===== config.mk =====
export PLATFORM = sky130hd
export DESIGN_NAME = uart_line_status_flags
export DESIGN_NICKNAME = d
export VERILOG_FILES = /design/src/rtl/uart_lsr_pkg.sv /design/src/rtl/uart_line_status_flags.sv /design/src/rtl/rx_entry_mem.sv
export SDC_FILE = /design/constraint.sdc
export NUM_CORES = 1
export LEC_CHECK = 0
export BUFFER_PORTS_ARGS = -buffer_cell sky130_fd_sc_hd__buf_2
export CORE_UTILIZATION = 40
export CTS_CLUSTER_SIZE = 12
export DETAILED_ROUTE_END_ITERATION = 7
export GPL_TIMING_DRIVEN = 0
export HOLD_SLACK_MARGIN = 0.15
export SYNTH_ARGS = -nofsm -noshare
export SYNTH_HDL_FRONTEND = slang
export SYNTH_HIERARCHICAL = 1
export SYNTH_SLANG_ARGS = --single-unit

===== constraint.sdc =====
create_clock -name sys_clk -period 4.08 [get_ports sys_clk]
set_input_delay 0.204 -clock sys_clk [delete_from_list [all_inputs] [get_ports sys_clk]]
set_output_delay 0.204 -clock sys_clk [all_outputs]
set_load 0.01 [all_outputs]

===== src/rtl/uart_lsr_pkg.sv =====
// constants, register map and field layout of the line status block
package uart_lsr_pkg;

   // ==========================================================
   // register byte offsets on the bus
   localparam logic [7:0] OFS_DATA     = 8'h00; // rx pop on read, tx write
   localparam logic [7:0] OFS_LSR      = 8'h04; // line_status, read-only
   localparam logic [7:0] OFS_CTRL     = 8'h08; // mode and break length
   localparam logic [7:0] OFS_IRQ_STAT = 8'h0c; // sticky events, read-only
   localparam logic [7:0] OFS_IRQ_CLR  = 8'h10; // write one to clear
   localparam logic [7:0] OFS_IRQ_EN   = 8'h14; // event enables

   // ==========================================================
   // line_status bit positions
   localparam int LSR_DR   = 0; // receive data ready
   localparam int LSR_OE   = 1; // overrun
   localparam int LSR_PE   = 2; // parity error, head char
   localparam int LSR_FE   = 3; // framing error, head char
   localparam int LSR_BI   = 4; // break, head char
   localparam int LSR_THRE = 5; // holding empty
   localparam int LSR_TEMT = 6; // holding and shift empty
   localparam int LSR_FERR = 7; // any error in fifo

   // ==========================================================
   // control register layout and reset value
   localparam int         CTRL_FIFO_EN = 0;        // 1 = fifo mode
   localparam int         CTRL_FLEN_LO = 4;        // frame length in bit times
   localparam logic [7:0] CTRL_RESET   = 8'ha0;    // non-fifo, 10-bit frame

   // ==========================================================
   // interrupt bits
   localparam int         IRQ_RX   = 0;            // char entered rx fifo
   localparam int         IRQ_ERR  = 1;            // error char or overrun
   localparam int         IRQ_THRE = 2;            // holding empty
   localparam int         IRQ_W    = 3;
   localparam logic [2:0] IRQ_RESET = 3'h0;

   // ==========================================================
   // receive fifo entry layout: data then flags
   localparam int ENT_PAR = 8;
   localparam int ENT_FRM = 9;
   localparam int ENT_BRK = 10;
   localparam int ENT_W   = 11;

   // bus slave phase
   typedef enum logic [1:0] {
      BUS_IDLE = 2'b01,
      BUS_ACT  = 2'b10
   } bus_state_t;

endpackage


===== src/rtl/uart_line_status_flags.sv =====
// line status flags, receive error fifo and holding-empty tracking
module uart_line_status_flags #(
   parameter int RX_DEPTH = 16,
   parameter int TX_DEPTH = 16
) (
   input  wire logic        sys_clk,              // 100 MHz system clock
   input  wire logic        nrst,                 // sync reset, active low
   input  wire logic        hsel,                 // slave select
   input  wire logic [31:0] haddr,                // byte address
   input  wire logic [1:0]  htrans,               // transfer type
   input  wire logic        hwrite,               // 1 = write
   input  wire logic [2:0]  hsize,                // word only
   input  wire logic [31:0] hwdata,               // write data
   input  wire logic        hready,               // bus ready
   output logic             hreadyout,            // slave ready
   output logic      [31:0] hrdata,               // read data
   output logic             hresp,                // always okay
   input  wire logic        serial_receive_input, // rx pin, async
   input  wire logic        rx_bit_tick,          // one pulse per bit time
   input  wire logic        rx_char_valid,        // receiver char strobe
   input  wire logic [7:0]  rx_char_data,         // received char
   input  wire logic        rx_parity_err,        // char parity bad
   input  wire logic        rx_frame_err,         // char stop bit bad
   input  wire logic        tx_shift_load,        // char taken into shift reg
   input  wire logic        tx_shift_busy,        // shift reg holds a char
   output logic             tx_wr_valid,          // host char to transmitter
   output logic      [7:0]  tx_wr_data,           // that char
   output logic      [7:0]  line_status,          // live status copy
   output logic             irq                   // level interrupt
);

   localparam int AW = $clog2(RX_DEPTH);
   localparam int TW = $clog2(TX_DEPTH);

   // ==========================================================
   // bus slave
   uart_lsr_pkg::bus_state_t bus_state_reg;
   logic [7:0] addr_reg;
   logic       wr_reg;
   logic       act;
   logic [7:0] ctrl_reg;
   logic [2:0] irq_stat_reg;
   logic [2:0] irq_en_reg;
   logic [7:0] lsr_next;
   logic       fifo_en;
   assign act = (bus_state_reg == uart_lsr_pkg::BUS_ACT);
   assign fifo_en = ctrl_reg[uart_lsr_pkg::CTRL_FIFO_EN];
   // take the address phase, answer after one wait cycle
   always_ff @(posedge sys_clk) begin
      if (!nrst) begin
         bus_state_reg <= uart_lsr_pkg::BUS_IDLE;
         addr_reg      <= 8'h00;
         wr_reg        <= 1'b0;
         hreadyout     <= 1'b1;
      end else begin
         unique case (bus_state_reg)
            uart_lsr_pkg::BUS_IDLE: begin
               if (hsel && hready && htrans[1]) begin
                  bus_state_reg <= uart_lsr_pkg::BUS_ACT;
                  addr_reg      <= {haddr[7:2], 2'b00};
                  wr_reg        <= hwrite;
                  hreadyout     <= 1'b0;
               end
            end
            uart_lsr_pkg::BUS_ACT: begin
               bus_state_reg <= uart_lsr_pkg::BUS_IDLE;
               hreadyout     <= 1'b1;
            end
         endcase
      end
   end

   logic rd_data, rd_lsr, wr_data, wr_ctrl, wr_clr, wr_en;
   assign rd_data = act && !wr_reg && addr_reg == uart_lsr_pkg::OFS_DATA;
   assign rd_lsr  = act && !wr_reg && addr_reg == uart_lsr_pkg::OFS_LSR;
   assign wr_data = act && wr_reg && addr_reg == uart_lsr_pkg::OFS_DATA;
   assign wr_ctrl = act && wr_reg && addr_reg == uart_lsr_pkg::OFS_CTRL;
   assign wr_clr  = act && wr_reg && addr_reg == uart_lsr_pkg::OFS_IRQ_CLR;
   assign wr_en   = act && wr_reg && addr_reg == uart_lsr_pkg::OFS_IRQ_EN;
   // response is never an error; reads of holes return zero
   logic [10:0] head;
   always_ff @(posedge sys_clk) begin
      if (!nrst) begin
         hrdata <= 32'h0000_0000;
         hresp  <= 1'b0;
      end else begin
         if (act && !wr_reg) begin
            unique case (addr_reg)
               uart_lsr_pkg::OFS_DATA:     hrdata <= {24'h000000, head[7:0]};
               uart_lsr_pkg::OFS_LSR:      hrdata <= {24'h000000, lsr_next};
               uart_lsr_pkg::OFS_CTRL:     hrdata <= {24'h000000, ctrl_reg};
               uart_lsr_pkg::OFS_IRQ_STAT: hrdata <= {29'h0000_0000, irq_stat_reg};
               uart_lsr_pkg::OFS_IRQ_EN:   hrdata <= {29'h0000_0000, irq_en_reg};
               default:                    hrdata <= 32'h0000_0000;
            endcase
         end
      end
   end

   // control register; an lsr write falls to no register at all
   always_ff @(posedge sys_clk) begin
      if (!nrst) begin
         ctrl_reg <= uart_lsr_pkg::CTRL_RESET;
      end else if (wr_ctrl) begin
         ctrl_reg <= hwdata[7:0];
      end
   end

   // a mode change flushes both queues so counts stay coherent
   logic flush;
   assign flush = wr_ctrl && (hwdata[uart_lsr_pkg::CTRL_FIFO_EN] != fifo_en);

   // ==========================================================
   // break detector on the synchronised pin
   logic       rxd_meta_reg, rxd_sync_reg;
   logic [3:0] low_cnt_reg;
   logic       brk_armed_reg;
   logic       brk_hit;
   logic [3:0] frame_len;

   always_ff @(posedge sys_clk) begin
      if (!nrst) begin
         rxd_meta_reg <= 1'b1;
         rxd_sync_reg <= 1'b1;
      end else begin
         rxd_meta_reg <= serial_receive_input;
         rxd_sync_reg <= rxd_meta_reg;
      end
   end

   assign frame_len = ctrl_reg[uart_lsr_pkg::CTRL_FLEN_LO +: 4];
   assign brk_hit   = brk_armed_reg && rx_bit_tick && !rxd_sync_reg
                      && (4'(low_cnt_reg + 4'h1) == frame_len);
   // count low bit times; disarm after one break until the line idles
   always_ff @(posedge sys_clk) begin
      if (!nrst) begin
         low_cnt_reg   <= 4'h0;
         brk_armed_reg <= 1'b1;
      end else if (rxd_sync_reg) begin
         low_cnt_reg   <= 4'h0;
         brk_armed_reg <= 1'b1;
      end else if (brk_hit) begin
         low_cnt_reg   <= 4'h0;
         brk_armed_reg <= 1'b0;
      end else if (rx_bit_tick && brk_armed_reg) begin
         low_cnt_reg <= 4'(low_cnt_reg + 4'h1);
      end
   end

   // ==========================================================
   // receive fifo; non-fifo mode is the same queue one deep
   logic [AW-1:0] rx_wp_reg, rx_rp_reg;
   logic [AW:0]   rx_cnt_reg, rx_cap, err_cnt_reg;
   logic          rx_full, push_req, push_ok, overrun_set, pop;
   logic [10:0]   push_entry;
   logic          push_err, head_err, avail_d_reg, overrun_reg;

   assign rx_cap   = fifo_en ? (AW+1)'(RX_DEPTH) : (AW+1)'(1);
   assign rx_full  = rx_cnt_reg >= rx_cap;
   assign push_req = brk_hit || rx_char_valid;
   // a break char is all zero with framing and break set; it wins a tie
   assign push_entry = brk_hit ? {1'b1, 1'b1, 1'b0, 8'h00}
                               : {1'b0, rx_frame_err, rx_parity_err, rx_char_data};
   assign push_ok     = push_req && !rx_full;
   assign overrun_set = push_req && rx_full;
   assign pop         = rd_data && rx_cnt_reg != '0;
   assign push_err    = |push_entry[10:8];
   assign head_err    = |head[10:8];
   rx_entry_mem #(
      .WIDTH (uart_lsr_pkg::ENT_W),
      .DEPTH (RX_DEPTH),
      .AW    (AW)
   ) u_rx_mem (
      .sys_clk (sys_clk),
      .wen     (push_ok),
      .waddr   (rx_wp_reg),
      .wdata   (push_entry),
      .raddr   (rx_rp_reg),
      .rdata   (head)
   );

   // pointers and occupancy
   always_ff @(posedge sys_clk) begin
      if (!nrst || flush) begin
         rx_wp_reg  <= '0;
         rx_rp_reg  <= '0;
         rx_cnt_reg <= '0;
      end else begin
         if (push_ok) begin
            rx_wp_reg <= AW'(rx_wp_reg + 1'b1);
         end
         if (pop) begin
            rx_rp_reg <= AW'(rx_rp_reg + 1'b1);
         end
         rx_cnt_reg <= (AW+1)'(rx_cnt_reg + push_ok - pop);
      end
   end

   // count of stored chars that carry any error flag
   always_ff @(posedge sys_clk) begin
      if (!nrst || flush) begin
         err_cnt_reg <= '0;
      end else begin
         err_cnt_reg <= (AW+1)'(err_cnt_reg + (push_ok && push_err)
                                - (pop && head_err));
      end
   end

   // head word lags the pointer by one cycle, so data ready lags too
   always_ff @(posedge sys_clk) begin
      if (!nrst || flush) begin
         avail_d_reg <= 1'b0;
      end else begin
         avail_d_reg <= rx_cnt_reg != '0;
      end
   end

   // overrun is sticky until an lsr read; a new overrun beats the read
   always_ff @(posedge sys_clk) begin
      if (!nrst) begin
         overrun_reg <= 1'b0;
      end else begin
         overrun_reg <= overrun_set || (overrun_reg && !rd_lsr);
      end
   end

   // ==========================================================
   // transmit holding occupancy; data itself goes to the transmitter
   logic [TW:0] tx_cnt_reg, tx_cnt_next, tx_cap;
   logic        tx_write, tx_take, thre_reg, temt_reg;

   assign tx_cap   = fifo_en ? (TW+1)'(TX_DEPTH) : (TW+1)'(1);
   assign tx_write = wr_data && tx_cnt_reg < tx_cap; // a write when full is lost
   assign tx_take  = tx_shift_load && tx_cnt_reg != '0;
   assign tx_cnt_next = (TW+1)'(tx_cnt_reg + tx_write - tx_take);
   always_ff @(posedge sys_clk) begin
      if (!nrst || flush) begin
         tx_cnt_reg <= '0;
      end else begin
         tx_cnt_reg <= tx_cnt_next;
      end
   end

   // flags follow the next count so a write clears at its own edge
   always_ff @(posedge sys_clk) begin
      if (!nrst) begin
         thre_reg <= 1'b1;
         temt_reg <= 1'b1;
      end else if (flush) begin
         thre_reg <= 1'b1;
         temt_reg <= !tx_shift_busy;
      end else begin
         thre_reg <= tx_cnt_next == '0;
         temt_reg <= tx_cnt_next == '0 && !tx_shift_busy
                     && !tx_shift_load;
      end
   end

   // hand the written char on to the transmit datapath
   always_ff @(posedge sys_clk) begin
      if (!nrst) begin
         tx_wr_valid <= 1'b0;
         tx_wr_data  <= 8'h00;
      end else begin
         tx_wr_valid <= tx_write;
         if (tx_write) begin
            tx_wr_data <= hwdata[7:0];
         end
      end
   end

   // ==========================================================
   // line status assembly
   always_comb begin
      lsr_next = 8'h00;
      lsr_next[uart_lsr_pkg::LSR_DR]   = avail_d_reg;
      lsr_next[uart_lsr_pkg::LSR_OE]   = overrun_reg;
      lsr_next[uart_lsr_pkg::LSR_PE]   = avail_d_reg && head[uart_lsr_pkg::ENT_PAR];
      lsr_next[uart_lsr_pkg::LSR_FE]   = avail_d_reg && head[uart_lsr_pkg::ENT_FRM];
      lsr_next[uart_lsr_pkg::LSR_BI]   = avail_d_reg && head[uart_lsr_pkg::ENT_BRK];
      lsr_next[uart_lsr_pkg::LSR_THRE] = thre_reg;
      lsr_next[uart_lsr_pkg::LSR_TEMT] = temt_reg;
      lsr_next[uart_lsr_pkg::LSR_FERR] = fifo_en && err_cnt_reg != '0;
   end

   // live copy for the pins; only THRE and TEMT set out of reset (8'h60)
   always_ff @(posedge sys_clk) begin
      if (!nrst) begin
         line_status <= 8'h60;
      end else begin
         line_status <= lsr_next;
      end
   end

   // ==========================================================
   // interrupts: sticky status, set wins over a clear
   logic [2:0] irq_set, irq_stat_next, irq_en_next;
   assign irq_set[uart_lsr_pkg::IRQ_RX]   = push_ok;
   assign irq_set[uart_lsr_pkg::IRQ_ERR]  = (push_ok && push_err) || overrun_set;
   assign irq_set[uart_lsr_pkg::IRQ_THRE] = thre_reg;
   assign irq_stat_next = irq_set | (irq_stat_reg & ~(wr_clr ? hwdata[2:0] : 3'h0));
   assign irq_en_next   = wr_en ? hwdata[2:0] : irq_en_reg;
   always_ff @(posedge sys_clk) begin
      if (!nrst) begin
         irq_stat_reg <= uart_lsr_pkg::IRQ_RESET;
         irq_en_reg   <= uart_lsr_pkg::IRQ_RESET;
         irq          <= 1'b0;
      end else begin
         irq_stat_reg <= irq_stat_next;
         irq_en_reg   <= irq_en_next;
         irq          <= |(irq_stat_next & irq_en_next);
      end
   end
endmodule // uart_line_status_flags


===== src/rtl/rx_entry_mem.sv =====
// small receive fifo storage with registered read data
module rx_entry_mem #(
   parameter int WIDTH = 11,
   parameter int DEPTH = 16,
   parameter int AW    = 4
) (
   input  wire logic             sys_clk, // system clock
   input  wire logic             wen,     // write strobe
   input  wire logic [AW-1:0]    waddr,   // write address
   input  wire logic [WIDTH-1:0] wdata,   // write data
   input  wire logic [AW-1:0]    raddr,   // read address
   output logic      [WIDTH-1:0] rdata    // registered read data
);

   logic [WIDTH-1:0] mem [DEPTH];

   // storage needs no reset, the pointers guard stale words
   always_ff @(posedge sys_clk) begin
      if (wen) begin
         mem[waddr] <= wdata;
      end
   end

   // read one cycle behind the address
   always_ff @(posedge sys_clk) begin
      rdata <= mem[raddr];
   end

endmodule // rx_entry_mem


==> qor.txt, run 1 <==
reg2reg path depth -> 9
hold path cells -> 4
Setup WS post-layout -> 0.220 ns
global route overflow -> 0
Yosys top cell area share -> 0.470
largest family of logic cells by synthesized area -> multiplexers
simple-gate share of the synthesized area -> 0.0874
Worst-Margin Slew -> 1.32 ns
design internal power -> 5.07 mW
min Tclk post-route -> 3.86 ns
power share of the combinational group -> 0.184
register bit total from synthesis -> 270
clk slew on worst S/H paths -> 0.06 ns
Starting Density -> 0.412
WL/cell -> 18.9 µm
vias in the first global route -> 6558
Crit Path Class -> register to register
Clk pwr share -> 0.341
Mapped Area -> 0.0112 mm²
clk root buf -> clkbuf_16
via count -> 6538
Startpoint Class -> register
setup bufs post-CTS -> 0
HPWL Detailed -> 16400 µm
CP Data Required Time -> 4.23 ns
DP Cell Count -> 1224
Regs by FF count -> u_rx_mem/mem (176), u_rx_mem/rdata (11)
Crit path arrival time -> 4.01 ns
Finished Layout Cells -> 1290
IO Port Bufs -> 61
DIE WIDTH -> 170 µm
total length of routed wires -> 24400 µm
Synth area leader -> edfxtp_1
Final Hold Fails -> 0
Top Ports -> 141
Post-Route Utilization -> 0.486
top cells by area, synth -> edfxtp_1 (47%), dfxtp_1 (17%), mux4_2 (5.6%)
sequential-to-total area share from yosys stat -> 0.638
die area -> 0.0288 mm²
Core Region -> 0.0273 mm²
Seq pwr share -> 0.475
nets@finish -> 1025
fraction of layout cells with a size suffix above 1 -> 0.205
Tot Pwr -> 6.88 mW
worst-path fanout max -> 11
final slew viol count -> 0
predominant post-synthesis flop cell -> edfxtp_1
GRT Util Overall -> 0.173
Leak -> 4.85 nW
first-pass GRT wire length -> 37400 µm
DRC Markers -> 0
initial antenna violation count -> 0
Power Density -> 520 mW/mm²
max cap viols -> 0
post-DR vias/cell -> 5.07
H-Tree Depth -> 1
clock tree from TritonCTS -> done
worst-skew pair later-pin latency -> 0.54 ns
RSZ-0062 raised after global routing -> true
xor/xnor cell area share of the yosys netlist -> 0.0184
Synth Warn # -> 6
cell area after layout -> 0.0132 mm²
Synth Area in Compound Gates -> 0.0588
Fin Clk Skew -> 0.0105 ns
Biggest register -> u_rx_mem/mem
Fmax -> 259 MHz
worst hold path type -> primary input to register
Inserted Diodes -> 0
cell with the most instances after synthesis -> edfxtp_1
post-route ant nets -> 0
Cells after Synth -> 763
multiplexer area fraction after synthesis -> 0.120
Final GP Congestion -> 0.866
CTS sink count -> 270
Pre-antenna DRT Iters -> 6
max_slew headroom -> 0.116
Worst Setup End Kind -> register
Final Setup Violations -> 0
Place WS -> -0.511 ns
CTS buffer count -> 28
Std-Cell Rows -> 60
largest net degree at the start of global routing -> 26
Area Growth Syn to Fin -> 17.8%
EDFF count, synth -> 176
switching part of the total -> 0.263
Area after DPL -> 0.0122 mm²
max reg flops -> 176
clock tree buffer depth -> 3
starting DRC count in detailed routing -> 445
Yosys cell types -> 67
worst vdd ir -> 0.322 mV
synth cell count leaders -> edfxtp_1 (176), dfxtp_1 (94), nor2_1 (75)
Post-Synthesis Mean Instance Area -> 14.7 µm²
DIE HEIGHT -> 170 µm
status -> complete, no violations
Async SR Flop Fraction -> 0
sw power -> 1.81 mW
final worst-path cycle share -> 0.946
adder-cell share of the synthesized area -> 0.0365
[worst paths after layout]
check,start,end,slack (ns)
max,ctrl_reg[0]$_SDFFE_PN0P_,u_rx_mem/mem[3][3]$_DFFE_PP_,0.22
min,rx_frame_err,irq_stat_reg[1]$_SDFF_PN0_,0.23
max reg2reg,ctrl_reg[0]$_SDFFE_PN0P_,u_rx_mem/mem[3][3]$_DFFE_PP_,0.22
min reg2reg,rxd_meta_reg$_SDFF_PN1_,rxd_sync_reg$_SDFF_PN1_,0.40
[cells in the final DEF, fill, tap and decap left out, types with 4 or more instances in the layout]
master           n
clkbuf_1        17
mux4_2          28
and2_1          11
buf_2           66
conb_1          25
nand3_1         12
mux2_2           4
dfxtp_1         94
buf_6            6
nor3_2           5
a22oi_1         26
inv_1           31
xor2_1           9
buf_4           26
dlygate4sd3_1   23
or3_1            5
and3_1           7
nand2b_1         8
a21oi_1         18
nand3b_1         8
mux4_1          16
clkbuf_16       29
nor2_1          74
nand2_1         29
o21ai_0         13
nor2b_1         14
xnor2_1         12
edfxtp_1       176
ha_1            28
a21o_1           5
mux2i_1         25
[critical path: stages (launching register included)]
cell       delay [ns]
dfxtp_1          0.48
inv_1            0.18
ha_1             0.32
nand3b_1         0.08
o2111ai_1        0.18
a21oi_1          0.35
o21ai_0          0.25
inv_1            0.20
or3b_2           0.52
nor2_1           0.91
[metal layers]
metal  track usage  share of wire  up-vias
met5             0              0        -
met4        0.0396          0.018        0
met3        0.0317          0.052       32
met2         0.296           0.49      189
met1         0.227           0.44     3224
li1              -              -     3093
[cell families (layout without fill, tap and decap cells)]
family,Yosys count,count (layout)
flops,270,270
simple gates,192,192
mux,73,73
compound gates,91,91
other cells,1,25
buf+inv,83,214
xor+xnor,22,22
fa+ha+maj,31,31
[repair_timing]
item	CTS	global route
hold buffers	23	0
endpoints found under the hold margin	37	0
endpoints found under the setup margin	4	3
resized for setup	2	3
[power by group through the flow]
| stage | Combinational (mW) | Sequential, mW | Clock [mW] |
|---|---|---|---|
| global placement | 1.22 | 3.32 | 0 |
| global route | 1.42 | 3.29 | 2.50 |
| finish | 1.26 | 3.27 | 2.35 |
| floorplan | 0.920 | 3.28 | 0 |
| CTS | 1.27 | 3.27 | 2.41 |
| detailed placement | 1.25 | 3.33 | 0 |
[layout make-up]
class                   instances  area, µm²
fillers                      2396      14000
flip-flops and latches        270       7170
multi-input cells             434       3720
clock buffers                  35        768
repair buffers                 88        577
well taps                     372        465
plain buffers                  52        345
inverters                      31        116
clock inverters                 8       72.6
[per-stage QoR]
step | hold WS, ns | TNS, ns
6_report | 0.226 | 0
5_1_grt | 0.244 | -0.00105
4_1_cts | 0.217 | 0
3_5_place_dp | 0.392 | -1.03
3_3_place_gp | 0.392 | -15.89
2_1_floorplan | 0.305 | 0
(Power assumes the default switching activity.)
==> run 2: changes to the inputs <==
- CORE_UTILIZATION: 40 -> 58
- PLACE_DENSITY: unset -> 0.8
==> run 2 against run 1 <==
- routed wire length shrank 1.0%
- sequential share of layout area up 1.1 points
- non-clock buffer count fell by 3
- final area fell by 2.0%
- first-iteration DRC count is 22% higher
- cell count decreased by 9.1%
- via count increased by 2.6%
- core utilization up 20 points
- clock power down 8%
- clock skew shrank 0.0021 ns
- largest cell class unchanged
==> qor.txt, run 2 (synthesis results as in run 1) <==
DP Cell Count -> 1109
Pre-antenna DRT Iters -> 5
CTS buffer count -> 27
Leak -> 4.78 nW
worst-skew pair later-pin latency -> 0.54 ns
Crit Path Class -> register to register
HPWL Detailed -> 15800 µm
Area after DPL -> 0.0120 mm²
clk slew on worst S/H paths -> 0.06 ns
worst hold path type -> primary input to register
Post-Route Utilization -> 0.689
min Tclk post-route -> 3.90 ns
max_slew headroom -> 0.130
Inserted Diodes -> 0
Power Density -> 516 mW/mm²
largest net degree at the start of global routing -> 26
Hold Path End -> irq_stat_reg[1]$_SDFF_PN0_
max cap viols -> 0
reg2reg setup slack -> 0.18 ns
commonest non-fill, non-tap cell in the layout -> edfxtp_1
CP Data Required Time -> 4.51 ns
clock tree from TritonCTS -> done
global route overflow -> 0
Fin Clk Skew -> 0.00843 ns
WL/cell -> 20.6 µm
post-route ant nets -> 0
Area Growth Syn to Fin -> 15.5%
total length of routed wires -> 24100 µm
RSZ-0062 raised after global routing -> false
post-DR vias/cell -> 5.72
Tot Pwr -> 6.70 mW
Final GP Congestion -> 0.843
Starting Density -> 0.597
clock tree buffer depth -> 3
GRT Util Overall -> 0.249
nets@finish -> 1021
highest-count cells in the layout ignoring fill and taps -> edfxtp_1 (176), dfxtp_1 (94), nor2_1 (73), buf_2 (66), inv_1 (31)
worst-path fanout max -> 5
H-Tree Depth -> 1
final worst-path cycle share -> 0.957
Setup WS post-layout -> 0.177 ns
Std-Cell Rows -> 50
Top Ports -> 141
die area -> 0.0199 mm²
Layout fillers -> 1259
IO Port Bufs -> 61
worst vdd ir -> 0.512 mV
DRC Markers -> 0
Startpoint Class -> register
max reg flops -> 176
Crit path arrival time -> 4.33 ns
Fmax -> 256 MHz
fraction of layout cells with a size suffix above 1 -> 0.199
first-pass GRT wire length -> 37100 µm
register area -> 0.00717 mm²
clk root buf -> clkbuf_16
initial antenna violation count -> 0
Finished Layout Cells -> 1173
FF-to-FF Start -> addr_reg[7]$_SDFFE_PN0P_
Final Hold Fails -> 0
cell area after layout -> 0.0130 mm²
DIE HEIGHT -> 141 µm
Final Setup Violations -> 0
final slew viol count -> 0
hold path cells -> 4
setup bufs post-CTS -> 0
DIE WIDTH -> 141 µm
Worst Setup End Kind -> register
Core Region -> 0.0188 mm²
CTS sink count -> 270
Biggest register -> u_rx_mem/mem
status -> complete, no violations
reg2reg path depth -> 14
vias in the first global route -> 6869
area occupied by multi-input gates -> 0.00373 mm²
Regs by FF count -> u_rx_mem/mem (176), u_rx_mem/rdata (11)
reg2reg end -> temt_reg$_SDFF_PN1_
via count -> 6705
hold wc startpoint -> rx_frame_err
Place WS -> -0.197 ns
starting DRC count in detailed routing -> 544
Worst-Margin Slew -> 1.30 ns
==> run 2: power by group <==
group / switching, mW / internal, mW / leakage (nW)
sequential: 0.140 / 3.13 / 2.37
clock: 0.957 / 1.22 / 0.363
combinational: 0.695 / 0.557 / 2.04
total: 1.79 / 4.91 / 4.78
==> run 2: worst max-delay path by stage <==
stage                                start                        end  slack [ns]  depth (start not counted)
5_1_grt           addr_reg[7]$_SDFFE_PN0P_        temt_reg$_SDFF_PN1_        0.01                         14
2_1_floorplan     addr_reg[7]$_SDFFE_PN0P_        temt_reg$_SDFF_PN1_        0.40                         14
4_1_cts           addr_reg[7]$_SDFFE_PN0P_        temt_reg$_SDFF_PN1_        0.17                         14
3_3_place_gp   low_cnt_reg[0]$_SDFFE_PP0N_  err_cnt_reg[4]$_SDFF_PP0_       -0.17                         16
6_report          addr_reg[7]$_SDFFE_PN0P_        temt_reg$_SDFF_PN1_        0.18                         14
3_5_place_dp   low_cnt_reg[0]$_SDFFE_PP0N_  err_cnt_reg[4]$_SDFF_PP0_       -0.20                         16
==> run 2: area by class of cell <==
class,instances,share of cell area
buffer,52,0.0264
clock inverter,3,0.00251
multi-input combinational,434,0.287
clock buffer,38,0.0553
sequential,270,0.552
inverter,31,0.00897
tap,260,0.0251
timing repair buffer,85,0.0421
==> run 2: layer usage <==
layer | vias to the layer above | track usage | wire [µm]
met3 | 46 | 0.0401 | 1400
met5 | - | 0 | 0
li1 | 3087 | - | -
met2 | 264 | 0.445 | 12400
met4 | 0 | 0.0801 | 642
met1 | 3308 | 0.311 | 9710
==> run 2: critical path: stages, from the launching register on <==
cell and delay [ns]:
dfxtp_1 0.33, or3_1 0.36, buf_2 0.16, or4_4 0.44, or4_2 0.69, ha_1 0.32
inv_1 0.05, ha_1 0.15, inv_1 0.06, fa_1 0.43, o21bai_1 0.16, a21oi_1 0.10
xnor2_1 0.14, a41o_1 0.26, and3_1 0.14
==> run 2: what timing repair did <==
action | 4_1_cts | 5_1_grt
setup endpoints to repair | 1 | 23
hold buffers | 23 | 0
endpoints found under the hold margin | 37 | 0
gates resized for setup | 1 | 2
gates cloned | 0 | 0
==> run 2: stage by stage <==
stage | TNS [ns] | hold slack (ns)
detailed placement | -0.197 | 0.400
global route | 0 | 0.254
finish | 0 | 0.228
CTS | 0 | 0.222
global placement | -1.72 | 0.388
floorplan | 0 | 0.305
